[config.mk]
export PLATFORM = sky130hd
export DESIGN_NAME = afe_ctrl
export DESIGN_NICKNAME = d
export VERILOG_FILES = /design/src/hw/afe_ctrl_pkg.sv /design/src/hw/pin_sync.sv /design/src/hw/strobe_delay_line.sv /design/src/hw/afe_ctrl.sv
export VERILOG_INCLUDE_DIRS = /design/src /design/src/hw
export SDC_FILE = /design/constraint.sdc
export NUM_CORES = 1
export LEC_CHECK = 0
export BUFFER_PORTS_ARGS = -buffer_cell sky130_fd_sc_hd__buf_2
export CAP_MARGIN = 10
export CORE_MARGIN = 4
export CORE_UTILIZATION = 60
export CTS_CLUSTER_SIZE = 16
export DETAILED_ROUTE_END_ITERATION = 10
export HOLD_SLACK_MARGIN = 0.08
export PLACE_DENSITY = 0.78
export SETUP_SLACK_MARGIN = 0.4
export SLEW_MARGIN = 30
export SYNTH_ARGS = -nofsm -noshare
export SYNTH_HDL_FRONTEND = slang
export SYNTH_HIERARCHICAL = 1
export SYNTH_SLANG_ARGS = --single-unit
[constraint.sdc]
create_clock -name i_clk -period 4.4 [get_ports i_clk]
set_input_delay 0.66 -clock i_clk [delete_from_list [all_inputs] [get_ports i_clk]]
set_output_delay 0.66 -clock i_clk [all_outputs]
set_load 0.02 [all_outputs]
[src/hw/afe_ctrl_defs.svh]
`ifndef AFE_CTRL_DEFS_SVH
`define AFE_CTRL_DEFS_SVH
// ------------------------------------------------------------
// register addresses
// ------------------------------------------------------------
`define ADDR_SETUP1 6'h01
`define ADDR_SETUP2 6'h02
`define ADDR_SETUP3 6'h03
`define ADDR_SOFT_RESET 6'h04
`define ADDR_ACYC_RESET 6'h05
`define ADDR_SETUP4 6'h06
`define ADDR_REVISION 6'h07
`define ADDR_SETUP5 6'h08
`define ADDR_SETUP6 6'h09
`define ADDR_RESV_A 6'h0A
`define ADDR_RESV_B 6'h0B
// ------------------------------------------------------------
// reset values and writable bit masks
// ------------------------------------------------------------
`define DEF_SETUP1 8'h03
`define DEF_SETUP2 8'h20
`define DEF_SETUP3 8'h1F
`define DEF_ZERO 8'h00
`define MASK_SETUP1 8'h7F
`define MASK_SETUP2 8'hEF
`define MASK_SETUP5 8'h1F
`define MASK_SETUP6 8'h0F
// ------------------------------------------------------------
// field positions
// ------------------------------------------------------------
`define ADDR_RD_BIT 4
`define BIT_EN 0
`define BIT_SINGLE_CHANNEL 2
`define BIT_SELECTIVE_PD 3
`define CHAN_LSB 6
`define BIT_LINE 0
`define BIT_ACYC 1
`define BIT_FME 2
`define INTM_LSB 4
`define FM_LSB 6
`define BIT_DET 0
`define VDEL_LSB 1
`define BIT_POL 4
`define SELDIS_LSB 0
// ------------------------------------------------------------
// frame sizes and colour codes
// ------------------------------------------------------------
`define FRAME_BITS 14
`define RD_BITS 4'h8
`define COL_RED 2'h0
`define COL_GREEN 2'h1
`define COL_BLUE 2'h2
`endif

[src/hw/afe_ctrl_pkg.sv]
`default_nettype none
package afe_ctrl_pkg;
  typedef struct packed {
    logic ser_clk;
    logic ser_in;
    logic ser_latch;
    logic strobe;
    logic cycle;
    logic oe_n;
  } pins_type;

  typedef struct packed {
    logic [3:0] block_off;
    logic green_off;
    logic blue_off;
    logic single_channel;
  } power_type;

  typedef struct packed {
    logic [1:0] in_sel;
    logic [1:0] og_sel;
  } mux_type;

  typedef struct packed {
    pins_type prev;
    logic [13:0] shift_in;
    logic [7:0] rd_shift;
    logic [3:0] rd_cnt;
    logic rd_busy;
    logic ser_out;
    logic [7:0] setup1;
    logic [7:0] setup2;
    logic [7:0] setup3;
    logic [7:0] setup4;
    logic [7:0] setup5;
    logic [7:0] setup6;
    logic [1:0] acyc;
    logic sample;
    power_type power;
    mux_type mux;
    logic pix7;
  } core_state_type;
endpackage
`default_nettype wire

[src/hw/pin_sync.sv]
`default_nettype none
module pin_sync #(
  parameter int W = 1
) (
  input wire logic i_clk,
  input wire logic i_rstn,
  input wire logic [W-1:0] i_async,
  output logic [W-1:0] o_sync
);
  typedef struct packed {
    logic [W-1:0] s1;
    logic [W-1:0] s2;
  } sync_state_type;

  sync_state_type st_r;
  sync_state_type st_nxt;

  // ------------------------------------------------------------
  // two flops, first one feeds only the second
  // ------------------------------------------------------------
  always_comb
  begin
    st_nxt.s1 = i_async;
    st_nxt.s2 = st_r.s1;
  end

  always_ff @(posedge i_clk or negedge i_rstn)
  begin
    if (!i_rstn)
      st_r <= '0;
    else
      st_r <= st_nxt;
  end

  assign o_sync = st_r.s2;
endmodule // pin_sync
`default_nettype wire

[src/hw/strobe_delay_line.sv]
`default_nettype none
module strobe_delay_line (
  input wire logic i_clk,
  input wire logic i_rstn,
  input wire logic i_pulse,
  input wire logic [2:0] i_delay,
  output logic o_pulse
);
  typedef struct packed {
    logic [6:0] taps;
  } dly_state_type;

  dly_state_type st_r;
  dly_state_type st_nxt;
  logic [7:0] chain;

  // ------------------------------------------------------------
  // shift chain, tap n is the pulse n clocks late
  // ------------------------------------------------------------
  always_comb
  begin
    st_nxt.taps = {st_r.taps[5:0], i_pulse};
  end

  always_ff @(posedge i_clk or negedge i_rstn)
  begin
    if (!i_rstn)
      st_r <= '0;
    else
      st_r <= st_nxt;
  end

  assign chain = {st_r.taps, i_pulse};
  assign o_pulse = chain[i_delay];
endmodule // strobe_delay_line
`default_nettype wire

[src/hw/afe_ctrl.sv]
// What this block does
// - write frame: six address bits then eight data bits, msb first, on serial rise
// - any write to address 000100 resets every register to default
// - read-back sends register with a4 cleared, msb first, on serial falls
// - next input frame shifts in while read-back word still shifts out
// - sample taken on third master rise after strobe goes low (two-flop sync, then register)
// - detect mode: chosen strobe edge makes one internal sample pulse
// - internal pulse delayed by three-bit delay field in master clocks
// - detect mode uses internal pulse, sampling on next master rise
// - without selective power-down, global enable powers all down or up
// - selective power-down ignores enable, disables blocks per disable field
// - registers retained and serial interface live in every power-down state
// - colour line mode powers down green and blue, forces red single_channel
// - auto-cycle pulse steps red, green, blue, red on third master rise after pin rises (two-flop sync)
// - write to auto-cycle reset returns the auto-cycle colour to red
// - no force and no auto-cycle: all muxes follow colour select
// - force without auto-cycle: input forced, offset and gain follow colour
// - force with auto-cycle: input forced, offset and gain auto-cycle
`include "afe_ctrl_defs.svh"
`default_nettype none
module afe_ctrl #(
  parameter logic [7:0] REVISION_ID = 8'h5A // arbitrary value
) (
  input wire logic i_clk,
  input wire logic i_rstn,
  input wire logic i_ser_clk,
  input wire logic i_ser_in,
  input wire logic i_ser_latch,
  input wire logic i_out_enable_n,
  input wire logic i_sample_strobe,
  input wire logic i_cycle_pulse_pin,
  input wire logic i_pix_bit7,
  output logic o_pix_out_bit7,
  output logic o_pix_out_bit7_oe,
  output logic o_sample_take,
  output afe_ctrl_pkg::power_type o_power,
  output afe_ctrl_pkg::mux_type o_mux
);
  import afe_ctrl_pkg::*;

  core_state_type st_r;
  core_state_type st_nxt;
  pins_type pin_raw;
  pins_type pin_s;
  logic ser_rise;
  logic ser_fall;
  logic latch_rise;
  logic strobe_rise;
  logic strobe_fall;
  logic cyc_rise;
  logic det_en;
  logic det_edge;
  logic dly_pulse;
  logic [5:0] fr_addr;
  logic [7:0] fr_data;
  logic wr_frame;
  logic rd_frame;

  // ------------------------------------------------------------
  // pin synchronisers
  // ------------------------------------------------------------
  assign pin_raw.ser_clk = i_ser_clk;
  assign pin_raw.ser_in = i_ser_in;
  assign pin_raw.ser_latch = i_ser_latch;
  assign pin_raw.strobe = i_sample_strobe;
  assign pin_raw.cycle = i_cycle_pulse_pin;
  assign pin_raw.oe_n = i_out_enable_n;

  pin_sync #(
    .W($bits(pins_type))
  ) u_pin_sync (
    .i_clk(i_clk),
    .i_rstn(i_rstn),
    .i_async(pin_raw),
    .o_sync(pin_s)
  );

  // ------------------------------------------------------------
  // edge detection on synchronised pins
  // ------------------------------------------------------------
  assign ser_rise = pin_s.ser_clk & ~st_r.prev.ser_clk;
  assign ser_fall = ~pin_s.ser_clk & st_r.prev.ser_clk;
  assign latch_rise = pin_s.ser_latch & ~st_r.prev.ser_latch;
  assign strobe_rise = pin_s.strobe & ~st_r.prev.strobe;
  assign strobe_fall = ~pin_s.strobe & st_r.prev.strobe;
  assign cyc_rise = pin_s.cycle & ~st_r.prev.cycle;

  // ------------------------------------------------------------
  // frame decode
  // ------------------------------------------------------------
  assign fr_addr = st_r.shift_in[13:8];
  assign fr_data = st_r.shift_in[7:0];
  assign rd_frame = latch_rise & fr_addr[`ADDR_RD_BIT];
  assign wr_frame = latch_rise & ~fr_addr[`ADDR_RD_BIT];

  // ------------------------------------------------------------
  // strobe detect and delay
  // ------------------------------------------------------------
  assign det_en = st_r.setup5[`BIT_DET];
  assign det_edge = det_en &
    (st_r.setup5[`BIT_POL] ? strobe_rise : strobe_fall);

  strobe_delay_line u_strobe_delay_line (
    .i_clk(i_clk),
    .i_rstn(i_rstn),
    .i_pulse(det_edge),
    .i_delay(st_r.setup5[`VDEL_LSB +: 3]),
    .o_pulse(dly_pulse)
  );

  // ------------------------------------------------------------
  // register read mux
  // ------------------------------------------------------------
  function automatic logic [7:0] read_reg(input logic [5:0] a);
    logic [7:0] v;
    v = `DEF_ZERO;
    case (a)
      `ADDR_SETUP1: v = st_r.setup1;
      `ADDR_SETUP2: v = st_r.setup2;
      `ADDR_SETUP3: v = st_r.setup3;
      `ADDR_SETUP4: v = st_r.setup4;
      `ADDR_REVISION: v = REVISION_ID;
      `ADDR_SETUP5: v = st_r.setup5;
      `ADDR_SETUP6: v = st_r.setup6;
      default: v = `DEF_ZERO;
    endcase
    return v;
  endfunction

  // ------------------------------------------------------------
  // next state
  // ------------------------------------------------------------
  always_comb
  begin
    st_nxt = st_r;
    st_nxt.prev = pin_s;
    if (ser_rise)
    begin
      st_nxt.shift_in = {st_r.shift_in[12:0], pin_s.ser_in};
    end
    if (ser_fall && st_r.rd_busy)
    begin
      if (st_r.rd_cnt != 4'h0)
      begin
        st_nxt.ser_out = st_r.rd_shift[7];
        st_nxt.rd_shift = {st_r.rd_shift[6:0], 1'b0};
        st_nxt.rd_cnt = st_r.rd_cnt - 4'h1;
      end
      else
      begin
        st_nxt.rd_busy = 1'b0;
      end
    end
    if (cyc_rise && st_r.setup4[`BIT_ACYC])
    begin
      if (st_r.acyc == `COL_BLUE)
        st_nxt.acyc = `COL_RED;
      else
        st_nxt.acyc = st_r.acyc + 2'h1;
    end
    if (rd_frame)
    begin
      st_nxt.rd_shift = read_reg({fr_addr[5], 1'b0, fr_addr[3:0]});
      st_nxt.rd_cnt = `RD_BITS;
      st_nxt.rd_busy = 1'b1;
    end
    if (wr_frame)
    begin
      case (fr_addr)
        `ADDR_SETUP1: st_nxt.setup1 = fr_data & `MASK_SETUP1;
        `ADDR_SETUP2: st_nxt.setup2 = fr_data & `MASK_SETUP2;
        `ADDR_SETUP3: st_nxt.setup3 = fr_data;
        `ADDR_SETUP4: st_nxt.setup4 = fr_data;
        `ADDR_SETUP5: st_nxt.setup5 = fr_data & `MASK_SETUP5;
        `ADDR_SETUP6: st_nxt.setup6 = fr_data & `MASK_SETUP6;
        `ADDR_ACYC_RESET: st_nxt.acyc = `COL_RED;
        `ADDR_SOFT_RESET:
        begin
          st_nxt.setup1 = `DEF_SETUP1;
          st_nxt.setup2 = `DEF_SETUP2;
          st_nxt.setup3 = `DEF_SETUP3;
          st_nxt.setup4 = `DEF_ZERO;
          st_nxt.setup5 = `DEF_ZERO;
          st_nxt.setup6 = `DEF_ZERO;
          st_nxt.acyc = `COL_RED;
        end
        default: st_nxt.acyc = st_nxt.acyc;
      endcase
    end

    // sampling pulse, from pin or from detect circuit
    if (det_en)
      st_nxt.sample = dly_pulse;
    else
      st_nxt.sample = strobe_fall;

    // power control, registers untouched by any power state
    if (st_r.setup1[`BIT_SELECTIVE_PD])
      st_nxt.power.block_off = st_r.setup6[`SELDIS_LSB +: 4];
    else
      st_nxt.power.block_off = {4{~st_r.setup1[`BIT_EN]}};
    st_nxt.power.green_off = st_r.setup4[`BIT_LINE] |
      (~st_r.setup1[`BIT_SELECTIVE_PD] & ~st_r.setup1[`BIT_EN]);
    st_nxt.power.blue_off = st_nxt.power.green_off;
    st_nxt.power.single_channel = st_r.setup4[`BIT_LINE] | st_r.setup1[`BIT_SINGLE_CHANNEL];

    // colour multiplexers
    if (st_r.setup4[`BIT_LINE])
    begin
      if (st_r.setup4[`BIT_ACYC])
        st_nxt.mux.og_sel = st_r.acyc;
      else
        st_nxt.mux.og_sel = st_r.setup4[`INTM_LSB +: 2];
      if (st_r.setup4[`BIT_FME])
        st_nxt.mux.in_sel = st_r.setup4[`FM_LSB +: 2];
      else
        st_nxt.mux.in_sel = st_nxt.mux.og_sel;
    end
    else
    begin
      st_nxt.mux.in_sel = st_r.setup3[`CHAN_LSB +: 2];
      st_nxt.mux.og_sel = st_r.setup3[`CHAN_LSB +: 2];
    end

    // shared pin: read-back data while a word is being sent
    st_nxt.pix7 = st_nxt.rd_busy ? st_nxt.ser_out : i_pix_bit7;
  end

  always_ff @(posedge i_clk or negedge i_rstn)
  begin
    if (!i_rstn)
    begin
      st_r <= '0;
      st_r.setup1 <= `DEF_SETUP1;
      st_r.setup2 <= `DEF_SETUP2;
      st_r.setup3 <= `DEF_SETUP3;
      st_r.power.block_off <= 4'h0;
    end
    else
    begin
      st_r <= st_nxt;
    end
  end

  // ------------------------------------------------------------
  // outputs
  // ------------------------------------------------------------
  assign o_pix_out_bit7 = st_r.pix7;
  assign o_pix_out_bit7_oe = ~pin_s.oe_n;
  assign o_sample_take = st_r.sample;
  assign o_power = st_r.power;
  assign o_mux = st_r.mux;

  // ------------------------------------------------------------
  // checks
  // ------------------------------------------------------------
  chk_frame_shift: assert property (@(posedge i_clk) disable iff (!i_rstn)
    ser_rise |=> st_r.shift_in[0] == $past(pin_s.ser_in)
      && st_r.shift_in[13:1] == $past(st_r.shift_in[12:0]))
    else $error("serial bit not shifted in");

  chk_soft_reset: assert property (@(posedge i_clk) disable iff (!i_rstn)
    wr_frame && fr_addr == `ADDR_SOFT_RESET
      |=> st_r.setup1 == `DEF_SETUP1 && st_r.setup3 == `DEF_SETUP3
        && st_r.setup5 == `DEF_ZERO)
    else $error("soft reset left registers changed");

  chk_readback_load: assert property (@(posedge i_clk) disable iff (!i_rstn)
    rd_frame |=> st_r.rd_busy && st_r.rd_cnt == `RD_BITS)
    else $error("read-back not started");

  chk_readback_bit: assert property (@(posedge i_clk) disable iff (!i_rstn)
    ser_fall && st_r.rd_busy && st_r.rd_cnt != 4'h0 && !rd_frame
      |=> st_r.ser_out == $past(st_r.rd_shift[7]) ##1 o_pix_out_bit7 == $past(st_r.ser_out))
    else $error("read-back bit order wrong");

  chk_input_during_read: assert property (@(posedge i_clk) disable iff (!i_rstn)
    st_r.rd_busy && ser_rise |=> st_r.shift_in[0] == $past(pin_s.ser_in))
    else $error("input frame blocked during read-back");

  chk_pin_sample: assert property (@(posedge i_clk) disable iff (!i_rstn)
    !det_en && strobe_fall |=> o_sample_take)
    else $error("sample missed after strobe fall");

  chk_pin_no_sample: assert property (@(posedge i_clk) disable iff (!i_rstn)
    !det_en && !strobe_fall |=> !o_sample_take)
    else $error("sample without strobe fall");

  chk_strobe_delay: assert property (@(posedge i_clk) disable iff (!i_rstn)
    det_edge && st_r.setup5 == $past(st_r.setup5) && st_r.setup5[`VDEL_LSB +: 3] == 3'h2
      && !latch_rise ##1 !latch_rise ##1 !latch_rise |=> o_sample_take)
    else $error("delayed strobe pulse not on time");

  chk_power_full: assert property (@(posedge i_clk) disable iff (!i_rstn)
    (!st_r.setup1[`BIT_SELECTIVE_PD] && !st_r.setup1[`BIT_EN])[*2]
      |-> o_power.block_off == 4'hF && o_power.green_off)
    else $error("full power-down not applied");

  chk_power_sel: assert property (@(posedge i_clk) disable iff (!i_rstn)
    st_r.setup1[`BIT_SELECTIVE_PD] && $stable(st_r.setup6)
      |=> o_power.block_off == $past(st_r.setup6[3:0]))
    else $error("selective block disable wrong");

  chk_line_mode: assert property (@(posedge i_clk) disable iff (!i_rstn)
    st_r.setup4[`BIT_LINE] [*2] |-> o_power.green_off && o_power.blue_off && o_power.single_channel)
    else $error("line mode did not force red single_channel");

  chk_cycle_wrap: assert property (@(posedge i_clk) disable iff (!i_rstn)
    cyc_rise && st_r.setup4[`BIT_ACYC] && st_r.acyc == `COL_BLUE && !wr_frame
      |=> st_r.acyc == `COL_RED)
    else $error("auto-cycle did not wrap to red");

  chk_cycle_reset: assert property (@(posedge i_clk) disable iff (!i_rstn)
    wr_frame && fr_addr == `ADDR_ACYC_RESET |=> st_r.acyc == `COL_RED)
    else $error("auto-cycle reset ignored");

  chk_force_mux: assert property (@(posedge i_clk) disable iff (!i_rstn)
    st_r.setup4[`BIT_LINE] && st_r.setup4[`BIT_FME] && $stable(st_r.setup4)
      |=> o_mux.in_sel == $past(st_r.setup4[`FM_LSB +: 2]))
    else $error("forced input select not followed");

  chk_detect_now: assert property (@(posedge i_clk) disable iff (!i_rstn)
    det_edge && st_r.setup5[`VDEL_LSB +: 3] == 3'h0 |=> o_sample_take)
    else $error("undelayed detect pulse not sampled");

  chk_power_up: assert property (@(posedge i_clk) disable iff (!i_rstn)
    (!st_r.setup1[`BIT_SELECTIVE_PD] && st_r.setup1[`BIT_EN])[*2] |-> o_power.block_off == 4'h0)
    else $error("full power-up not applied");

  chk_regs_kept: assert property (@(posedge i_clk) disable iff (!i_rstn)
    !wr_frame |=> $stable(st_r.setup1) && $stable(st_r.setup4) && $stable(st_r.setup6))
    else $error("register changed without a write");

  chk_mux_internal: assert property (@(posedge i_clk) disable iff (!i_rstn)
    st_r.setup4[`BIT_LINE] && !st_r.setup4[`BIT_FME] && !st_r.setup4[`BIT_ACYC]
      |=> o_mux.in_sel == $past(st_r.setup4[`INTM_LSB +: 2])
        && o_mux.og_sel == $past(st_r.setup4[`INTM_LSB +: 2]))
    else $error("internal colour select not followed");

  chk_mux_autocycle: assert property (@(posedge i_clk) disable iff (!i_rstn)
    st_r.setup4[`BIT_LINE] && st_r.setup4[`BIT_ACYC] |=> o_mux.og_sel == $past(st_r.acyc))
    else $error("offset and gain not auto-cycled");
endmodule // afe_ctrl
`default_nettype wire

==> metrics.yaml, run 1 <==
outcome:
  status: "finished, final reports clean"
cells_and_area:
  multiInputGateArea_um2: 1790
  fillers: 545
  fin_util_pct: 66.3
  mostFrequentLayoutCells: "96 x dfrtp_1, 42 x nand2_1, 28 x mux2_2, 26 x o21ai_0, 22 x mux2i_1"
  final_layout_size_suffix_gt1_share_pct: 23.0
  ff_latch_area_um2: 2610
  finalNetCount: 410
  diodes: 0
  areaGrowthSynthToFinish_pct: 5.57
  stdcell_count: 503
  layout_commonest_cell: "dfrtp_1"
timing:
  max-slew-margin-rel_pct: 41.6
  rsz0062_at_grt: "no"
  hold_viol_final: 0
  hold_ws_ns: 0.284
  finalClockSkew_ns: 0.00785
  slew_viol_final: 0
  fin_tns_setup_ns: 0
  finalCriticalPeriod_ns: 2.27
  max_freq_ghz: 0.441
  setup_viol: 0
  setup_slack_ns: 2.13
  fin_crit_sh_pct: 51.5
  tightest_slew_ns: 0.877
clock_network:
  cts-htree-levels: 3
  cts.sinks: 104
  clk_path_buf_depth: 2
  cts_resized: 0
  clk_latency_ns: 0.37
  cts_root_buf: "clkbuf_8"
  cts_setup_buffers: 0
  tritoncts: "yes"
  hold_buffers: 0
  cts_made_buffers: 9
  cts.clk_slew.worst_paths_ns: 0.10
grt:
  grt_max_degree: 76
  grt_remaining_overflow: 0
  grt_pass1_vias: 2869
  grt_pass1_wl_mm: 15.0
  antenna_found_initial: 0
  grt_use_total_pct: 21.9
setup_path:
  r2r_start: "fr_addr[2]"
  crit_arrival_ns: 2.52
  startpoint_type: "flip-flop"
  crit_required_ns: 4.65
  path_class: "flip-flop to flip-flop"
  r2r_end: "st_r[46]"
  r2r_cells: 4
  cp-end-kind: "flip-flop"
  path_max_fanout: 22
  r2r_slack_ns: 2.13
power:
  irDropWorstVdd_v: 0.000288
  power_density_nw_per_um2: 651
  p_leak_nw: 2.23
route:
  finalWirelength_mm: 8.95
  dr.pass1.iters: 4
  drt_iter0_markers: 209
  wl_met3_um: 449
  drcViolationCount: 0
  ant_nets: 0
  wl_per_cell_um: 17.8
  highest_layer: "met4"
  vias: 2934
  wl_met1_mm: 4.07
  via_per_inst: 5.83
  wl_met2_mm: 4.20
yosys:
  async_flop_share_pct: 100
  yosys_warnings: 6
  synthFlopType: "dfrtp_1"
  netlist_instances: 394
  ys_seq_elements: 104
  synth_edf_count: 0
  syn_area_um2: 4650
  syn-num-nets: 405
  seq_area_frac_synth_pct: 56.2
  syn_area_per_cell_um2: 11.8
  ys_types: 56
placement:
  place_ws_ns: 2.17
  globalplace.congestion: 0.850
  portBuffers: 22
  detailed_place_hpwl_mm: 6.22
  place_inst: 487
floorplan:
  placementRows: 31
  die_area_um2: 9220
  die_w_um: 96.0
  io_pins: 23
  start_util_pct: 62.8
  die_h_um: 96.0
  coreArea_um2: 7410
worst_hold_path:
  worstHoldPathType: "input port to asynchronous set/reset pin"
job:
  max_cap_viol_count: 0
-- cells in the mapped netlist, types with 3 or more instances --
master     n  share of area [%]
inv_1     15                1.2
nor2b_1    3               0.40
nand2_1   42                3.4
mux2_4     3               0.97
dfrtp_1   96                 52
a211oi_1   4               0.65
nor2_1    12               0.97
buf_6      3               0.73
nor3b_1    4               0.65
mux2i_1   22                4.7
o22ai_1    4               0.54
a31oi_1    3               0.40
xor2_1     4               0.75
and2_1     4               0.54
buf_4     13                2.1
o21ai_0   26                2.8
clkbuf_1   8               0.65
dfstp_2    8                4.5
a21oi_1   21                2.3
mux2_2    28                6.8
nor3_1     6               0.65
nand3b_1   5               0.81
nand2b_1   8                1.1
buf_2      6               0.65
nand3_1    5               0.54
-- final cells by class --
type | instances | area share (%)
clock inverters | 6 | 1.38
flip-flops and latches | 104 | 53.2
well taps | 99 | 2.52
inverters | 15 | 1.15
repair buffers | 24 | 2.68
clock buffers | 10 | 2.60
multi-input cells | 245 | 36.5
-- flip-flops by register name, summed over array words and instances (netlist names) --
signal / flops
det_en: 1
fr_addr: 6
fr_data: 8
o_mux: 4
o_pix_out_bit7: 1
o_power: 6
o_sample_take: 1
st_r: 58
u_pin_sync/o_sync: 6
u_pin_sync/st_nxt: 6
u_strobe_delay_line/st_r: 7
-- critical path, stage by stage, from the launching register on --
cell     delay (ns)
dfrtp_1        0.81
nor4b_4        0.43
nand2_4        0.20
a21oi_4        0.33
mux2_2         0.37
-- routing by layer --
| layer | global-route usage [%] | vias up |
|---|---|---|
| met5 | 0 | - |
| met4 | 7.82 | 0 |
| met3 | 5.71 | 21 |
| met2 | 33.7 | 71 |
| met1 | 30.3 | 1463 |
| li1 | - | 1379 |
-- power breakdown --
group / total, W / leakage, nW / switching [W] / internal [W]
Sequential: 0.00162 / 1.31 / 0.000350 / 0.00127
Combinational: 0.000978 / 0.821 / 0.000527 / 0.000451
Clock: 0.000595 / 0.0933 / 0.000328 / 0.000266
Total: 0.00319 / 2.23 / 0.00121 / 0.00199
-- cells by family (layout without fill, tap and decap cells) --
logic type      after synthesis  count (layout)  share of synthesized area (%)
compound gates               71              71                           9.31
mux                          55              55                           13.6
xor+xnor                      5               5                          0.942
buf+inv                      45              55                           5.33
flops                       104             104                           56.2
fa+ha+maj                     2               2                          0.538
simple gates                112             112                           14.1
-- worst max-delay path by stage --
| stage | startpoint | end | cells after the start |
|---|---|---|---|
| 3_3_place_gp | fr_addr[0] | st_r[45] | 4 |
| 2_1_floorplan | st_r[65] | o_pix_out_bit7 | 7 |
| 4_1_cts | fr_addr[0] | st_r[46] | 4 |
| 3_5_place_dp | fr_addr[0] | st_r[46] | 4 |
| 6_report | fr_addr[2] | st_r[46] | 4 |
| 5_1_grt | fr_addr[2] | st_r[46] | 4 |
-- through the flow --
step / total power [W] / cell area, um2
after floorplan: 0.00238 / 4650
after global placement: 0.00257 / 4710
after detailed placement: 0.00261 / 4710
after CTS: 0.00320 / 4900
after global routing: 0.00341 / 4910
final: 0.00319 / 4910
Power figures use the tool's default switching activity.
==> inputs of run 2 (changes only) <==
==> constraint.sdc (replaced) <==
create_clock -name i_clk -period 2.1 [get_ports i_clk]
set_input_delay 0.315 -clock i_clk [delete_from_list [all_inputs] [get_ports i_clk]]
set_output_delay 0.315 -clock i_clk [all_outputs]
set_load 0.02 [all_outputs]
==> run 2 against run 1 <==
Effect of this change:
- first-iteration DRC count up 41%
- count of clock-buffer cells in the layout down 1
- via count up 11%
- combinational power rose to 3.1 times the previous value
==> metrics.yaml, run 2 (same netlist as run 1, synthesis figures left out) <==
outcome:
  status: "finished, final reports clean"  # unchanged
grt:
  antenna_found_initial: 0  # unchanged
  grt_use_total_pct: 23.0  # was 21.9%
  grt.busiest_layer: "met2"  # unchanged
  use_met3_pct: 3.91  # was 5.71%
  grt_pass1_wl_mm: 15.9  # was 15.0 mm
  grt_pass1_vias: 3197  # was 2869
  met1_usage_pct: 30.2  # was 30.3%
  grt_remaining_overflow: 0  # unchanged
  met2_usage_pct: 37.9  # was 33.7%
  grt_max_degree: 46  # was 76
clock_network:
  cts_root_buf: "clkbuf_8"  # unchanged
  cts.clk_slew.worst_paths_ns: 0.11  # was 0.10 ns
  cts_made_buffers: 9  # unchanged
  tritoncts: "yes"  # unchanged
  cts.sinks: 104  # unchanged
  cts-htree-levels: 3  # unchanged
  clk_latency_ns: 0.38  # was 0.37 ns
  clk_path_buf_depth: 2  # unchanged
timing:
  finalCriticalPeriod_ns: 1.83  # was 2.27 ns
  max_freq_ghz: 0.547  # was 0.441 GHz
  fin_tns_setup_ns: 0  # unchanged
  hold_viol_final: 0  # unchanged
  max-slew-margin-rel_pct: 65.9  # was 41.6%
  fin_crit_sh_pct: 87.1  # was 51.5%
  slew_viol_final: 0  # unchanged
  rsz0062_at_grt: "yes"  # was no
  setup_viol: 0  # unchanged
  tightest_slew_ns: 0.511  # was 0.877 ns
  finalClockSkew_ns: 0.0114  # was 0.00785 ns
cells_and_area:
  diodes: 0  # unchanged
  final_layout_size_suffix_gt1_share_pct: 36.4  # was 23.0%
  areaGrowthSynthToFinish_pct: 19.9  # was 5.57%
  largest-register: "st_r"  # unchanged
  finalNetCount: 457  # was 410
  multiInputGateArea_um2: 1960  # was 1790 um2
  largest_reg_flops: 58  # unchanged
  fillers: 452  # was 545
  ff_latch_area_um2: 2620  # was 2610 um2
  fin_area_um2: 5580  # was 4910 um2
  stdcell_count: 550  # was 503
  mostFrequentLayoutCells: "92 x dfrtp_1, 37 x nand2_1, 25 x buf_4, 23 x o21ai_0"  # was 96 x dfrtp_1, 42 x nand2_1, 28 x mux2_2, 26 x o21ai_0, 22 x mux2i_1
  layout_commonest_cell: "dfrtp_1"  # unchanged
placement:
  portBuffers: 22  # unchanged
  place_inst: 497  # was 487
  globalplace.congestion: 0.897  # was 0.850
  detailed_place_hpwl_mm: 6.35  # was 6.22 mm
  postPlaceCellArea_um2: 4830  # was 4710 um2
floorplan:
  die_w_um: 96.0  # unchanged
  die_h_um: 96.0  # unchanged
  coreArea_um2: 7410  # unchanged
  io_pins: 23  # unchanged
  die_area_um2: 9220  # unchanged
  start_util_pct: 62.8  # unchanged
  placementRows: 31  # unchanged
setup_path:
  cp-endpoint: "o_pix_out_bit7"  # was st_r[46]
  crit_required_ns: 2.37  # was 4.65 ns
  crit_arrival_ns: 2.10  # was 2.52 ns
  critPathLaunch: "st_r[65]"  # was fr_addr[2]
  path_max_fanout: 6  # was 22
  r2r_cells: 6  # was 4
  path_class: "flip-flop to flip-flop"  # unchanged
  startpoint_type: "flip-flop"  # unchanged
  r2r_end: "o_pix_out_bit7"  # was st_r[46]
  r2r_slack_ns: 0.27  # was 2.13 ns
  r2r_start: "st_r[65]"  # was fr_addr[2]
  cp-end-kind: "flip-flop"  # unchanged
route:
  via_per_inst: 5.90  # was 5.83
  wl_per_cell_um: 18.7  # was 17.8 um
  dr.pass1.iters: 5  # was 4
  vias: 3247  # was 2934
  drcViolationCount: 0  # unchanged
  drt_iter0_markers: 294  # was 209
  finalWirelength_mm: 10.3  # was 8.95 mm
  ant_nets: 0  # unchanged
power:
  p_leak_nw: 2.55  # was 2.23 nW
  power_density_nw_per_um2: 1360  # was 651 nW/um2
  total_power_w: 0.00760  # was 0.00319 W
  irDropWorstVdd_v: 0.000598  # was 0.000288 V
job:
  max_cap_viol_count: 0  # unchanged
worst_hold_path:
  worstHoldPathType: "input port to flip-flop"  # was input port to asynchronous set/reset pin
==> run 2: cell types whose count changed in the layout (fill, tap and decap cells not counted), sizes merged <==
cell,before,now
clkinvlp,2,1
inv,17,19
dlygate4sd3,0,7
buf,24,63
==> run 2: worst min path at each step <==
stage | from | endpoint | slack (ns) | cells after the start
floorplan | i_rstn | det_en | 0.02 | 0
global placement | i_rstn | u_pin_sync/o_sync[5] | 0.27 | 1
detailed placement | i_rstn | u_pin_sync/o_sync[0] | 0.28 | 1
CTS | i_pix_bit7 | o_pix_out_bit7 | 0.17 | 2
global route | i_pix_bit7 | o_pix_out_bit7 | 0.16 | 2
finish | i_pix_bit7 | o_pix_out_bit7 | 0.17 | 2
==> run 2: power breakdown <==
| part | total (W) | switching (W) | internal (W) |
|---|---|---|---|
| Clock | 0.00131 | 0.000735 | 0.000578 |
| Sequential | 0.00324 | 0.000565 | 0.00267 |
| Combinational | 0.00305 | 0.00159 | 0.00146 |
==> run 2: final cells by class <==
cell class,count,area share (%)
clock buffer,9,2.22
clock inverter,7,1.53
inverter,15,1.01
multi-input combinational,245,35.1
sequential,104,46.9
tap,99,2.22
timing repair buffer,71,11.0
==> run 2: stage by stage <==
stage	utilization [%]	hold WS, ns	worst slack (ns)
6_report	75.3	0.167	0.270
4_1_cts	70.5	0.165	0.296
3_5_place_dp	65.2	0.283	0.102
5_1_grt	75.3	0.161	0.224
2_1_floorplan	-	0.0194	0.263
3_3_place_gp	65.2	0.275	0.197
==> run 2: what timing repair did <==
item | 4_1_cts | 5_1_grt
endpoints found under the setup margin | 33 | 40
gates resized for setup | 14 | 54
endpoints found under the hold margin | 37 | 0
pin swaps | 5 | 15
buffers inserted | 11 | 18
hold buffers | 7 | 0
gates cloned | 0 | 1
==> run 2: worst max-delay path: stages (launching register included) <==
cell     delay [ns]
dfrtp_1        0.42
inv_2          0.09
ha_4           0.13
or3b_4         0.43
nand2_8        0.10
mux2_4         0.30
mux2_4         0.25
==> run 2: per-layer routing <==
layer | wire length [um] | vias up
li1 | - | 1477
met5 | 0 | -
met3 | 583 | 26
met2 | 5110 | 135
met1 | 4330 | 1609
met4 | 281 | 0
==> inputs of run 3 (changes only) <==
--- a/config.mk
+++ b/config.mk
@@ -6,7 +6,7 @@
 export SDC_FILE = /design/constraint.sdc
 export NUM_CORES = 1
 export LEC_CHECK = 0
-export BUFFER_PORTS_ARGS = -buffer_cell sky130_fd_sc_hd__buf_2
+export BUFFER_PORTS_ARGS = -buffer_cell sky130_fd_sc_hd__buf_4
 export CAP_MARGIN = 10
 export CORE_MARGIN = 4
 export CORE_UTILIZATION = 60
==> run 3 against run 2 <==
Effect of this change:
- clock power up 3%
- die area unchanged
- routed wire length up 2.3%
- count of clock-buffer cells in the layout unchanged
- power up 3.6%
- cell count up 0.91%
- sequential share of layout area down 1.2 points
- combinational power up 6.9%
- hold slack better by 0.0067 ns
- utilization up 1.9 points
- cell area up 2.5%
==> metrics.yaml, run 3 (same netlist as run 1, synthesis figures left out) <==
outcome:
  status: "finished, final reports clean"  # unchanged
floorplan:
  die_area_um2: 9220  # unchanged
  io_pins: 23  # unchanged
  die_h_um: 96.0  # unchanged
  placementRows: 31  # unchanged
  die_w_um: 96.0  # unchanged
  start_util_pct: 62.8  # unchanged
  coreArea_um2: 7410  # unchanged
setup_path:
  path_cells: "nor4b_4, nand2_2, a21oi_4, buf_12, mux2_4"  # was inv_2, ha_4, or3b_4, nand2_8, mux2_4, mux2_4
  r2r_start: "fr_addr[5]"  # was st_r[65]
  cp_slowest_stage_delay_ns: 0.50  # was 0.43 ns
  crit_arrival_ns: 2.14  # was 2.10 ns
  cp-end-kind: "flip-flop"  # unchanged
  path_class: "flip-flop to flip-flop"  # unchanged
  critical_path.top_delay_family: "simple AND/OR/NAND/NOR gates"  # was multiplexers
  startpoint_type: "flip-flop"  # unchanged
  r2r_slack_ns: 0.29  # was 0.27 ns
  worst-path-buf-inv: 1  # unchanged
  cp_slowest_cell: "dfrtp_2"  # was or3b_4
  path_max_fanout: 6  # unchanged
  crit_required_ns: 2.42  # was 2.37 ns
  r2r_end: "st_r[39]"  # was o_pix_out_bit7
  r2r_cells: 5  # was 6
power:
  p_int_w: 0.00490  # was 0.00471 W
  power_density_nw_per_um2: 1380  # was 1360 nW/um2
  power_frac_comb_pct: 41.4  # was 40.1%
  pwr-share-seq_pct: 41.4  # was 42.6%
  power_frac_clock_pct: 17.2  # was 17.3%
  swShare_pct: 37.8  # was 38.0%
  irDropWorstVdd_v: 0.000744  # was 0.000598 V
  p_leak_nw: 2.60  # was 2.55 nW
  p_sw_w: 0.00298  # was 0.00289 W
cells_and_area:
  fillers: 440  # was 452
  diodes: 0  # unchanged
  largest_reg_flops: 58  # unchanged
  mostFrequentLayoutCells: "92 x dfrtp_1, 55 x buf_4, 38 x nand2_1, 23 x o21ai_0, 22 x mux2i_1"  # was 92 x dfrtp_1, 37 x nand2_1, 25 x buf_4, 23 x o21ai_0
  finalNetCount: 462  # was 457
  largest-register: "st_r"  # unchanged
  layout_commonest_cell: "dfrtp_1"  # unchanged
  final_layout_size_suffix_gt1_share_pct: 37.9  # was 36.4%
  stdcell_count: 555  # was 550
  areaGrowthSynthToFinish_pct: 23.0  # was 19.9%
placement:
  detailed_place_hpwl_mm: 6.44  # was 6.35 mm
  globalplace.congestion: 0.825  # was 0.897
  portBuffers: 22  # unchanged
  place_inst: 498  # was 497
timing:
  fin_crit_sh_pct: 86.3  # was 87.1%
  max_freq_ghz: 0.552  # was 0.547 GHz
  hold_viol_final: 0  # unchanged
  fin_tns_setup_ns: 0  # unchanged
  max-slew-margin-rel_pct: 64.2  # was 65.9%
  tightest_slew_ns: 0.535  # was 0.511 ns
  finalCriticalPeriod_ns: 1.81  # was 1.83 ns
  slew_viol_final: 0  # unchanged
  rsz0062_at_grt: "yes"  # unchanged
  setup_viol: 0  # unchanged
  finalClockSkew_ns: 0.0113  # was 0.0114 ns
route:
  ant_nets: 0  # unchanged
  drt_iter0_markers: 247  # was 294
  via_per_inst: 5.86  # was 5.90
  wl_per_cell_um: 19.0  # was 18.7 um
  dr.pass1.iters: 5  # unchanged
  drcViolationCount: 0  # unchanged
  vias: 3250  # was 3247
  finalWirelength_mm: 10.5  # was 10.3 mm
grt:
  grt_pass1_wl_mm: 15.7  # was 15.9 mm
  grt_remaining_overflow: 0  # unchanged
  grt_use_total_pct: 23.0  # about the same
  grt_max_degree: 56  # was 46
  antenna_found_initial: 0  # unchanged
  grt_pass1_vias: 3077  # was 3197
clock_network:
  cts.clk_slew.worst_paths_ns: 0.11  # about the same
  cts.sinks: 104  # unchanged
  cts_root_buf: "clkbuf_8"  # unchanged
  cts_made_buffers: 9  # unchanged
  tritoncts: "yes"  # unchanged
  cts-htree-levels: 3  # unchanged
  clk_latency_ns: 0.38  # about the same
  clk_path_buf_depth: 2  # unchanged
worst_hold_path:
  min_to: "o_pix_out_bit7"  # unchanged
  hp-start: "i_pix_bit7"  # unchanged
  worstHoldPathType: "input port to flip-flop"  # unchanged
  holdPathStages: 2  # unchanged
job:
  max_cap_viol_count: 0  # unchanged
## run 3: timing repair
| action | in CTS | in global routing |
|---|---|---|
| cloned | 1 | 1 |
| hold endpoints to repair | 32 | 0 |
| pin swaps | 15 | 13 |
| resized for setup | 30 | 34 |
| setup buffers | 15 | 17 |
| hold buffers | 7 | 0 |
| endpoints found under the setup margin | 41 | 38 |
## run 3: layout make-up
| type | count | area [um2] | share of cell area [%] |
|---|---|---|---|
| Sequential cell | 104 | 2620 | 45.8 |
| Multi-Input combinational cell | 245 | 1980 | 34.6 |
| Timing Repair Buffer | 76 | 716 | 12.5 |
| Clock buffer | 9 | 124 | 2.17 |
| Tap cell | 99 | 124 | 2.17 |
| Clock inverter | 7 | 100 | 1.75 |
| Inverter | 15 | 56.3 | 0.985 |
## run 3: worst max-delay path by stage
stage               startpoint              to  slack [ns]  cells after the start
finish              fr_addr[5]        st_r[39]        0.29                      5
global route        fr_addr[5]        st_r[39]        0.26                      5
CTS                   st_r[65]  o_pix_out_bit7        0.32                      6
detailed placement    st_r[65]  o_pix_out_bit7        0.13                      6
global placement      st_r[65]  o_pix_out_bit7        0.20                      6
floorplan             st_r[65]  o_pix_out_bit7        0.26                      7
## run 3: power by group through the flow
stage,Sequential (W),Combinational (W),Clock [W]
finish,0.00326,0.00326,0.00135
global route,0.00333,0.00347,0.00147
CTS,0.00322,0.00283,0.00136
floorplan,0.00305,0.00200,0
global placement,0.00319,0.00236,0
detailed placement,0.00323,0.00244,0
## run 3: metrics by stage
step / power [W] / setup WS, ns / instance area [um2] / util, % / hold WS (ns)
6_report: 0.00787 / 0.288 / 5720 / 77.2 / 0.174
5_1_grt: 0.00827 / 0.258 / 5720 / 77.2 / 0.157
4_1_cts: 0.00742 / 0.315 / 5450 / 73.5 / 0.174
3_5_place_dp: 0.00567 / 0.126 / 4890 / 66.0 / 0.255
3_3_place_gp: 0.00556 / 0.199 / 4890 / 66.0 / 0.249
2_1_floorplan: 0.00505 / 0.263 / 4690 / - / 0.0194
## run 3: layer usage
metal | global-route usage (%) | part of all wire, % | up-vias
met5 | 0 | 0 | -
met4 | 8.65 | 3.7 | 0
met3 | 5.00 | 4.8 | 35
met2 | 36.1 | 48 | 100
met1 | 31.4 | 43 | 1630
li1 | - | - | 1485
